**src/lpmc_pkg.sv**
```systemverilog
package lpmc_pkg;

   ////////////////////////////////////////////////////////////////////////
   // register byte offsets on the wishbone slave
   localparam logic [7:0] STANDBY_CONTROL_OFS = 8'h00;
   localparam logic [7:0] DEEP_STANDBY_CONTROL_OFS = 8'h04;
   localparam logic [7:0] SNOOZE_CONTROL_OFS = 8'h08;
   localparam logic [7:0] OPERATING_POWER_CONTROL_OFS = 8'h0C;
   localparam logic [7:0] CLOCK_DIVIDER_OFS = 8'h10;
   localparam logic [7:0] BUS_CLOCK_PIN_OFS = 8'h14;
   localparam logic [7:0] MODULE_STOP_OFS = 8'h18;
   localparam logic [7:0] SECURITY_ATTR_OFS = 8'h1C;
   localparam logic [7:0] MODE_STATUS_OFS = 8'h20;

   ////////////////////////////////////////////////////////////////////////
   // field positions
   localparam int STANDBY_SELECT_POS = 15;
   localparam int DEEP_STANDBY_SELECT_POS = 7;
   localparam int SNOOZE_ENABLE_POS = 7;
   localparam int BUS_CLOCK_HIGH_POS = 0;

   ////////////////////////////////////////////////////////////////////////
   // reset values
   // divider field per clock: [2:0] core, [6:4] periph high, [10:8] periph
   // low, [14:12] converter, [18:16] timer, [22:20] bus, [26:24] flash
   localparam logic [31:0] CLOCK_DIVIDER_RST = 32'h0000_0000;
   // every module stopped except dma, data transfer and sram (bits 0..2)
   localparam logic [31:0] MODULE_STOP_RST = 32'hFFFF_FFF8;
   localparam logic [31:0] SECURITY_ATTR_RST = 32'h0000_0000;
   localparam logic [1:0] OPERATING_POWER_RST = 2'h0;

   ////////////////////////////////////////////////////////////////////////
   // operating power control modes
   typedef enum logic [1:0] {
      LPMC_OPC_HIGH = 2'b00,
      LPMC_OPC_LOW = 2'b01,
      LPMC_OPC_SUBOSC = 2'b11
   } lpmc_opc_t;

   // oscillator permission mask, bit 0 upward: pll, hoco, moco, loco,
   // main, sub, wdt
   localparam logic [6:0] OSC_ALL = 7'h7F;
   localparam logic [6:0] OSC_NO_PLL = 7'h7E;
   localparam logic [6:0] OSC_SUBOSC = 7'h68;

   // low-power state machine
   typedef enum logic [2:0] {
      LPMC_NORMAL = 3'b000,
      LPMC_SLEEP = 3'b001,
      LPMC_STANDBY = 3'b010,
      LPMC_SNOOZE = 3'b011,
      LPMC_DEEP = 3'b100
   } lpmc_mode_t;

   // outcome pulses toward the core
   typedef struct packed {
      logic resume;   // back to execution by interrupt processing
      logic to_reset; // request the reset state
   } lpmc_exit_t;

endpackage

```
**src/lpmc_top.sv**
```systemverilog
`timescale 1ns/1ps
module lpmc_top (
   input wire logic clk_i,                // 25 MHz system clock
   input wire logic rst_i,                // synchronous reset, active high
   input wire logic [7:0] wb_adr_i,       // byte address
   input wire logic [31:0] wb_dat_i,      // write data
   output logic [31:0] wb_dat_o,          // read data
   input wire logic [3:0] wb_sel_i,       // byte enables
   input wire logic wb_we_i,              // write
   input wire logic wb_cyc_i,             // cycle
   input wire logic wb_stb_i,             // strobe
   output logic wb_ack_o,                 // acknowledge
   output logic wb_err_o,                 // unmapped address
   input wire logic wfi_i,                // wait instruction pulse from core
   input wire logic any_irq_i,            // any interrupt pending
   input wire logic wake_irq_i,           // wake-source interrupt pending
   input wire logic snooze_req_i,         // snooze request trigger
   input wire logic reset_cancel_i,       // reset usable in current mode
   output logic [2:0] mode_o,             // current low-power mode
   output logic resume_o,                 // pulse: resume via interrupt
   output logic reset_req_o,              // pulse: go to reset state
   output logic [1:0] opc_mode_o,         // operating power mode
   output logic [6:0] osc_allow_o,        // oscillators allowed
   output logic [31:0] clk_div_o,         // per-clock divider settings
   output logic bus_clk_high_o,           // bus clock pin forced high
   output logic [31:0] module_stop_o,     // 1 = module stopped
   output logic [31:0] secure_attr_o      // security attribute per register
);

   ////////////////////////////////////////////////////////////////////////
   // state record
   typedef struct packed {
      lpmc_pkg::lpmc_mode_t mode;
      lpmc_pkg::lpmc_exit_t exits;
      logic standby_sel;
      logic deep_sel;
      logic snooze_en;
      lpmc_pkg::lpmc_opc_t opc;
      logic [6:0] osc;
      logic [31:0] clk_div;
      logic bus_clk_high;
      logic [31:0] mstop;
      logic [31:0] secure;
      logic ack;
      logic err;
      logic [31:0] rdata;
   } lpmc_state_t;

   lpmc_state_t state_reg;
   lpmc_state_t state_next;

   ////////////////////////////////////////////////////////////////////////
   // byte-lane merge, used by every writable register
   function automatic logic [31:0] lpmc_merge(input logic [31:0] old_v,
                                              input logic [31:0] new_v,
                                              input logic [3:0] sel);
      logic [31:0] res;
      res = old_v;
      for (int i = 0; i < 4; i++) begin
         if (sel[i]) begin
            res[i*8 +: 8] = new_v[i*8 +: 8];
         end
      end
      return res;
   endfunction

   // oscillator permission for a power mode
   function automatic logic [6:0] lpmc_osc(input lpmc_pkg::lpmc_opc_t m);
      case (m)
         lpmc_pkg::LPMC_OPC_HIGH: lpmc_osc = lpmc_pkg::OSC_ALL;
         lpmc_pkg::LPMC_OPC_LOW: lpmc_osc = lpmc_pkg::OSC_NO_PLL;
         lpmc_pkg::LPMC_OPC_SUBOSC: lpmc_osc = lpmc_pkg::OSC_SUBOSC;
         default: lpmc_osc = lpmc_pkg::OSC_ALL;
      endcase
   endfunction

   logic req;
   logic wr;
   logic [31:0] wv;
   logic [31:0] rd;
   logic hit;

   ////////////////////////////////////////////////////////////////////////
   // next-state logic: bus slave, registers, mode sequencer
   always_comb begin
      state_next = state_reg;
      state_next.exits = '0;
      // one ack per request; drop in the cycle after it was given
      req = wb_cyc_i && wb_stb_i && !state_reg.ack && !state_reg.err;
      wr = req && wb_we_i;
      wv = 32'h0000_0000;
      rd = 32'h0000_0000;
      hit = 1'b1;
      case (wb_adr_i)
         lpmc_pkg::STANDBY_CONTROL_OFS: begin
            rd[lpmc_pkg::STANDBY_SELECT_POS] = state_reg.standby_sel;
            wv = lpmc_merge(rd, wb_dat_i, wb_sel_i);
            if (wr) begin
               state_next.standby_sel = wv[lpmc_pkg::STANDBY_SELECT_POS];
            end
         end
         lpmc_pkg::DEEP_STANDBY_CONTROL_OFS: begin
            rd[lpmc_pkg::DEEP_STANDBY_SELECT_POS] = state_reg.deep_sel;
            wv = lpmc_merge(rd, wb_dat_i, wb_sel_i);
            if (wr) begin
               state_next.deep_sel = wv[lpmc_pkg::DEEP_STANDBY_SELECT_POS];
            end
         end
         lpmc_pkg::SNOOZE_CONTROL_OFS: begin
            rd[lpmc_pkg::SNOOZE_ENABLE_POS] = state_reg.snooze_en;
            wv = lpmc_merge(rd, wb_dat_i, wb_sel_i);
            if (wr) begin
               state_next.snooze_en = wv[lpmc_pkg::SNOOZE_ENABLE_POS];
            end
         end
         lpmc_pkg::OPERATING_POWER_CONTROL_OFS: begin
            rd[1:0] = state_reg.opc;
            wv = lpmc_merge(rd, wb_dat_i, wb_sel_i);
            // the unused code 2'b10 is refused; mode stays as it was
            if (wr && wv[1:0] != 2'b10) begin
               state_next.opc = lpmc_pkg::lpmc_opc_t'(wv[1:0]);
            end
         end
         lpmc_pkg::CLOCK_DIVIDER_OFS: begin
            rd = state_reg.clk_div;
            if (wr) begin
               state_next.clk_div = lpmc_merge(rd, wb_dat_i, wb_sel_i);
            end
         end
         lpmc_pkg::BUS_CLOCK_PIN_OFS: begin
            rd[lpmc_pkg::BUS_CLOCK_HIGH_POS] = state_reg.bus_clk_high;
            wv = lpmc_merge(rd, wb_dat_i, wb_sel_i);
            if (wr) begin
               state_next.bus_clk_high = wv[lpmc_pkg::BUS_CLOCK_HIGH_POS];
            end
         end
         lpmc_pkg::MODULE_STOP_OFS: begin
            rd = state_reg.mstop;
            if (wr) begin
               // 0 releases, 1 stops, bit by bit
               state_next.mstop = lpmc_merge(rd, wb_dat_i, wb_sel_i);
            end
         end
         lpmc_pkg::SECURITY_ATTR_OFS: begin
            rd = state_reg.secure;
            if (wr) begin
               state_next.secure = lpmc_merge(rd, wb_dat_i, wb_sel_i);
            end
         end
         lpmc_pkg::MODE_STATUS_OFS: begin
            rd[2:0] = state_reg.mode;
            rd[10:4] = state_reg.osc;
         end
         default: begin
            hit = 1'b0;
         end
      endcase
      state_next.ack = req && hit;
      state_next.err = req && !hit;
      state_next.rdata = (req && hit && !wb_we_i) ? rd : 32'h0000_0000;

      // oscillator limits follow the register with one cycle of latency
      state_next.osc = lpmc_osc(state_reg.opc);

      // mode sequencer; a reset cancel outranks an interrupt
      case (state_reg.mode)
         lpmc_pkg::LPMC_NORMAL: begin
            if (wfi_i) begin
               if (!state_reg.standby_sel) begin
                  state_next.mode = lpmc_pkg::LPMC_SLEEP;
               end else if (!state_reg.deep_sel) begin
                  state_next.mode = lpmc_pkg::LPMC_STANDBY;
               end else begin
                  state_next.mode = lpmc_pkg::LPMC_DEEP;
               end
            end
         end
         lpmc_pkg::LPMC_SLEEP: begin
            if (reset_cancel_i) begin
               state_next.mode = lpmc_pkg::LPMC_NORMAL;
               state_next.exits.to_reset = 1'b1;
            end else if (any_irq_i || wake_irq_i) begin
               state_next.mode = lpmc_pkg::LPMC_NORMAL;
               state_next.exits.resume = 1'b1;
            end
         end
         lpmc_pkg::LPMC_STANDBY, lpmc_pkg::LPMC_SNOOZE: begin
            if (reset_cancel_i) begin
               state_next.mode = lpmc_pkg::LPMC_NORMAL;
               state_next.exits.to_reset = 1'b1;
            end else if (wake_irq_i) begin
               state_next.mode = lpmc_pkg::LPMC_NORMAL;
               state_next.exits.resume = 1'b1;
            end else if (state_reg.mode == lpmc_pkg::LPMC_STANDBY &&
                         snooze_req_i && state_reg.snooze_en) begin
               state_next.mode = lpmc_pkg::LPMC_SNOOZE;
            end
         end
         lpmc_pkg::LPMC_DEEP: begin
            // both exits of deep standby end in the reset state
            if (reset_cancel_i || wake_irq_i) begin
               state_next.mode = lpmc_pkg::LPMC_NORMAL;
               state_next.exits.to_reset = 1'b1;
            end
         end
         default: begin
            state_next.mode = lpmc_pkg::LPMC_NORMAL;
         end
      endcase
   end

   ////////////////////////////////////////////////////////////////////////
   // state register with synchronous reset
   always_ff @(posedge clk_i) begin
      if (rst_i) begin
         state_reg.mode <= lpmc_pkg::LPMC_NORMAL;
         state_reg.exits <= '0;
         state_reg.standby_sel <= 1'b0;
         state_reg.deep_sel <= 1'b0;
         state_reg.snooze_en <= 1'b0;
         state_reg.opc <= lpmc_pkg::LPMC_OPC_HIGH;
         state_reg.osc <= lpmc_pkg::OSC_ALL;
         state_reg.clk_div <= lpmc_pkg::CLOCK_DIVIDER_RST;
         state_reg.bus_clk_high <= 1'b0;
         state_reg.mstop <= lpmc_pkg::MODULE_STOP_RST;
         state_reg.secure <= lpmc_pkg::SECURITY_ATTR_RST;
         state_reg.ack <= 1'b0;
         state_reg.err <= 1'b0;
         state_reg.rdata <= 32'h0000_0000;
      end else begin
         state_reg <= state_next;
      end
   end

   ////////////////////////////////////////////////////////////////////////
   // outputs straight from the state register
   assign wb_dat_o = state_reg.rdata;
   assign wb_ack_o = state_reg.ack;
   assign wb_err_o = state_reg.err;
   assign mode_o = state_reg.mode;
   assign resume_o = state_reg.exits.resume;
   assign reset_req_o = state_reg.exits.to_reset;
   assign opc_mode_o = state_reg.opc;
   assign osc_allow_o = state_reg.osc;
   assign clk_div_o = state_reg.clk_div;
   assign bus_clk_high_o = state_reg.bus_clk_high;
   assign module_stop_o = state_reg.mstop; // peripherals gate access
   assign secure_attr_o = state_reg.secure;

endmodule

```
**config.mk**
```make
export PLATFORM = sky130hd
export DESIGN_NAME = lpmc_top
export DESIGN_NICKNAME = d
export VERILOG_FILES = /design/src/lpmc_pkg.sv /design/src/lpmc_top.sv
export SDC_FILE = /design/constraint.sdc
export NUM_CORES = 1
export LEC_CHECK = 0
export ABC_AREA = 1
export BUFFER_PORTS_ARGS = -buffer_cell sky130_fd_sc_hd__buf_4
export CELL_PAD_IN_SITES_DETAIL_PLACEMENT = 0
export CELL_PAD_IN_SITES_GLOBAL_PLACEMENT = 1
export CORE_ASPECT_RATIO = 1.4
export CORE_MARGIN = 2
export CORE_UTILIZATION = 33
export CTS_CLUSTER_DIAMETER = 30
export DETAILED_ROUTE_END_ITERATION = 12
export PLACE_DENSITY_LB_ADDON = 0.1
export SLEW_MARGIN = 15
export SYNTH_ARGS = -nofsm -noshare
export SYNTH_HDL_FRONTEND = slang
export SYNTH_SLANG_ARGS = --single-unit
```
**constraint.sdc**
```tcl
create_clock -name clk_i -period 1.3 [get_ports clk_i]
set_input_delay 0.26 -clock clk_i [delete_from_list [all_inputs] [get_ports clk_i]]
set_output_delay 0.26 -clock clk_i [all_outputs]
set_load 0.02 [all_outputs]
```
==> results.toml <==
[yosys]
syn_inst = 937
async_reset_ff_frac = 0
synth-seq-cells = 143
syn_avg_cell_area_sq_um = 7.36
ys_seq_area_frac = 0.415
ys_warn_count = 0
synth_flop_cell = "dfxtp_1"
syn_area_sq_mm = 0.00690
synth-edff-count = 0
synth_cell_types = 35

[setup_path]
cpMaxStageDelayCell = "dfxtp_2"
endpoint_kind = "flip-flop"
rr_startpoint = "wb_err_o"
worstPathRequired_ns = 1.66
critPathTopFamily = "simple AND/OR/NAND/NOR gates"
crit_path_max_fanout = 5
crit_start = "wb_err_o"
cp-start-kind = "flip-flop"
path_cells = "nor2_4, nand4_4, nor2_4, inv_2, nor2_4, buf_6, o21ai_1, nor2_1"
crit_top_cell = "nor2_4"
path_buf_inv = 2
cp.arrival_ns = 1.89
crit_type = "flip-flop to flip-flop"
max_stage_delay_ns = 0.33

[clock_tree]
cts_tree = "built"
cts.sinks = 143
worstSkewPairLatency_ns = 0.42
cts_hold_buf = 0
cts_buffers = 17
cts.path.max_buffers = 2
clkTransAtPathRegs_ns = 0.06
htreeDepth = 4
cts-root-buf = "clkbuf_16"

[die]
num_rows = 62
ios = 199
start_util = 0.337
die_h_um = 175
core_sq_mm = 0.0205
die_area_sq_mm = 0.0221
die_x_um = 126

[routing]
drt_iter0_drc = 284
firstDrtPassIters = 4
post_drt_via_cell_ratio = 4.53
route.antenna.remaining_nets = 0
routed_wirelength_um = 21000
drcViolationCount = 0
vias = 6055
routedWlPerCell_um = 15.7

[finish]
n_antenna_cell = 0
fin_area_sq_mm = 0.00941
drive_above_1_share = 0.446
nNetsFinal = 1123
syn_to_final_growth_pct = 36.5

[timing]
min_period_ns = 1.53
clock_skew_ns = 0.00867
holdWs_ns = 0.0230
slew_viol_final = 0
hold_viol = 0
rsz0062_at_grt = "true"
timing.final.crit_share = 1.18
setup_ws_ns = -0.231
setup_viol = 102
timing.fmax_mhz = 653

[status]
status = "complete, but fails checks"
violations = "setup timing"

[min_path]
hp-class = "input pin to flip-flop"
min_from = "reset_cancel_i"

[global_routing]
antenna_found_initial = 0
grt_pass1_vias = 6043
grtUsageTotal = 0.190
overflow = 0
grt_pass1_wl_um = 32500
grt_max_degree = 53

[place]
dp_hpwl_um = 15600
dpl_cell_area_sq_mm = 0.00810
port_buffers = 195
gp_congestion = 0.792

[power_and_ir_drop]
pwr-share-seq = 0.428
power.density_mw_per_mm2 = 1090
p_comb_frac = 0.069
pwr-share-clk = 0.502
p_int_uw = 7830
p_switching_uw = 2480
switching_share = 0.240
p_leak_uw = 0.00442
vdd_drop_max_mv = 0.875

[job]
cap_viol_max_count = 0
-- cell families (layout without fill, tap and decap cells) --
kind of cell           Yosys count  after routing  share of synthesized area
and+or+nand+nor                433            434                      0.270
buffers and inverters          224            366                      0.212
DFF                            143            143                      0.415
AOI/OAI and AO/OA              136            136                      0.102
other                            1              3                   0.000544
-- worst register-to-register path, cell delays in order (launching register included) --
cell and delay (ns):
dfxtp_2 0.33, nor2_4 0.13, nand4_4 0.19, nor2_4 0.26, inv_2 0.08, nor2_4 0.15, buf_6 0.15, o21ai_1 0.06
nor2_1 0.10
-- cell usage after synthesis, types with 2 or more instances --
| master | n | area share |
|---|---|---|
| nor3_1 | 6 | 0.0044 |
| clkinv_1 | 2 | 0.0011 |
| nand2_1 | 180 | 0.098 |
| o21ai_1 | 5 | 0.0036 |
| o211ai_1 | 5 | 0.0054 |
| clkbuf_1 | 10 | 0.0054 |
| o21ai_0 | 81 | 0.059 |
| a21oi_1 | 40 | 0.029 |
| nor2_2 | 14 | 0.013 |
| nand3_1 | 40 | 0.029 |
| buf_2 | 6 | 0.0044 |
| nor2_8 | 2 | 0.0058 |
| inv_2 | 12 | 0.0065 |
| buf_4 | 141 | 0.15 |
| nand2_2 | 11 | 0.010 |
| inv_1 | 41 | 0.022 |
| dfxtp_1 | 143 | 0.42 |
| o22ai_1 | 3 | 0.0027 |
| buf_6 | 8 | 0.013 |
| nand2_4 | 4 | 0.0065 |
| nor2_4 | 2 | 0.0033 |
| nor2_1 | 167 | 0.091 |
| buf_8 | 2 | 0.0044 |
-- layer usage --
metal,part of all wire,up-vias,global-route usage
met2,0.52,142,0.345
met5,0,-,0
met4,0.014,0,0.0582
met1,0.42,2785,0.222
li1,-,3106,-
met3,0.044,22,0.0395
-- power by group through the flow --
stage / registers (uW) / clock network [uW] / logic (uW)
2_1_floorplan: 4520 / 0 / 271
3_3_place_gp: 4500 / 0 / 609
3_5_place_dp: 4500 / 0 / 606
4_1_cts: 4410 / 5270 / 657
5_1_grt: 4410 / 5470 / 777
6_report: 4410 / 5180 / 715
-- through the flow --
| step | utilization | TNS [ns] | instances | total power [uW] | setup WS (ns) |
|---|---|---|---|---|---|
| global route | 0.460 | -25.34 | 1338 | 10700 | -0.336 |
| detailed placement | 0.395 | -33.00 | 1298 | 5110 | -0.377 |
| floorplan | - | -0.611 | 939 | 4790 | -0.0411 |
| CTS | 0.443 | -14.33 | 1333 | 10300 | -0.214 |
| finish | 0.460 | -14.98 | 1338 | 10300 | -0.231 |
| global placement | 0.395 | -29.34 | 1298 | 5110 | -0.340 |
-- path summary, 6_finish.rpt --
check	slack, ns	depth (start not counted)	end
setup / recovery	-0.23	8	secure_attr_o[13]
hold / removal	0.02	2	resume_o
setup reg to reg	-0.23	8	secure_attr_o[13]
hold reg to reg	0.44	1	osc_allow_o[2]
-- timing repair --
item	in CTS	in global routing
gates cloned	1	1
pin swaps	31	15
resized for setup	139	113
setup buffers	2	5
endpoints found under the setup margin	112	123
-- layout by cell type (no fill, tap or decap), types with 3 or more instances in the layout --
master        n
buf_4       241
nand2_1     162
nor2_1      152
dfxtp_1     131
o21ai_2      49
a21oi_1      36
inv_1        30
buf_6        29
nand3_1      28
o21ai_0      21
nor2_2       20
nand2_2      18
clkbuf_16    17
o21ai_1      16
nand2_4      15
inv_2        14
nand3_2      12
nor2_4       11
dfxtp_2      10
inv_4         6
nor3_1        6
inv_8         5
o211ai_1      5
a21oi_2       4
inv_6         4
clkinv_4      4
buf_12        4
o22ai_1       3
conb_1        3
clkinvlp_4    3
bufinv_16     3
buf_8         3
-- area by class of cell --
cell class	count	area (sq um)
fill	2160	11100
multi-input combinational	573	3060
timing repair inverter	1	3.75
sequential	143	2880
clock inverter	14	181
clock buffer	18	439
timing repair buffer	277	2260
inverter	56	265
tap	256	320
(Power assumes the default switching activity.)
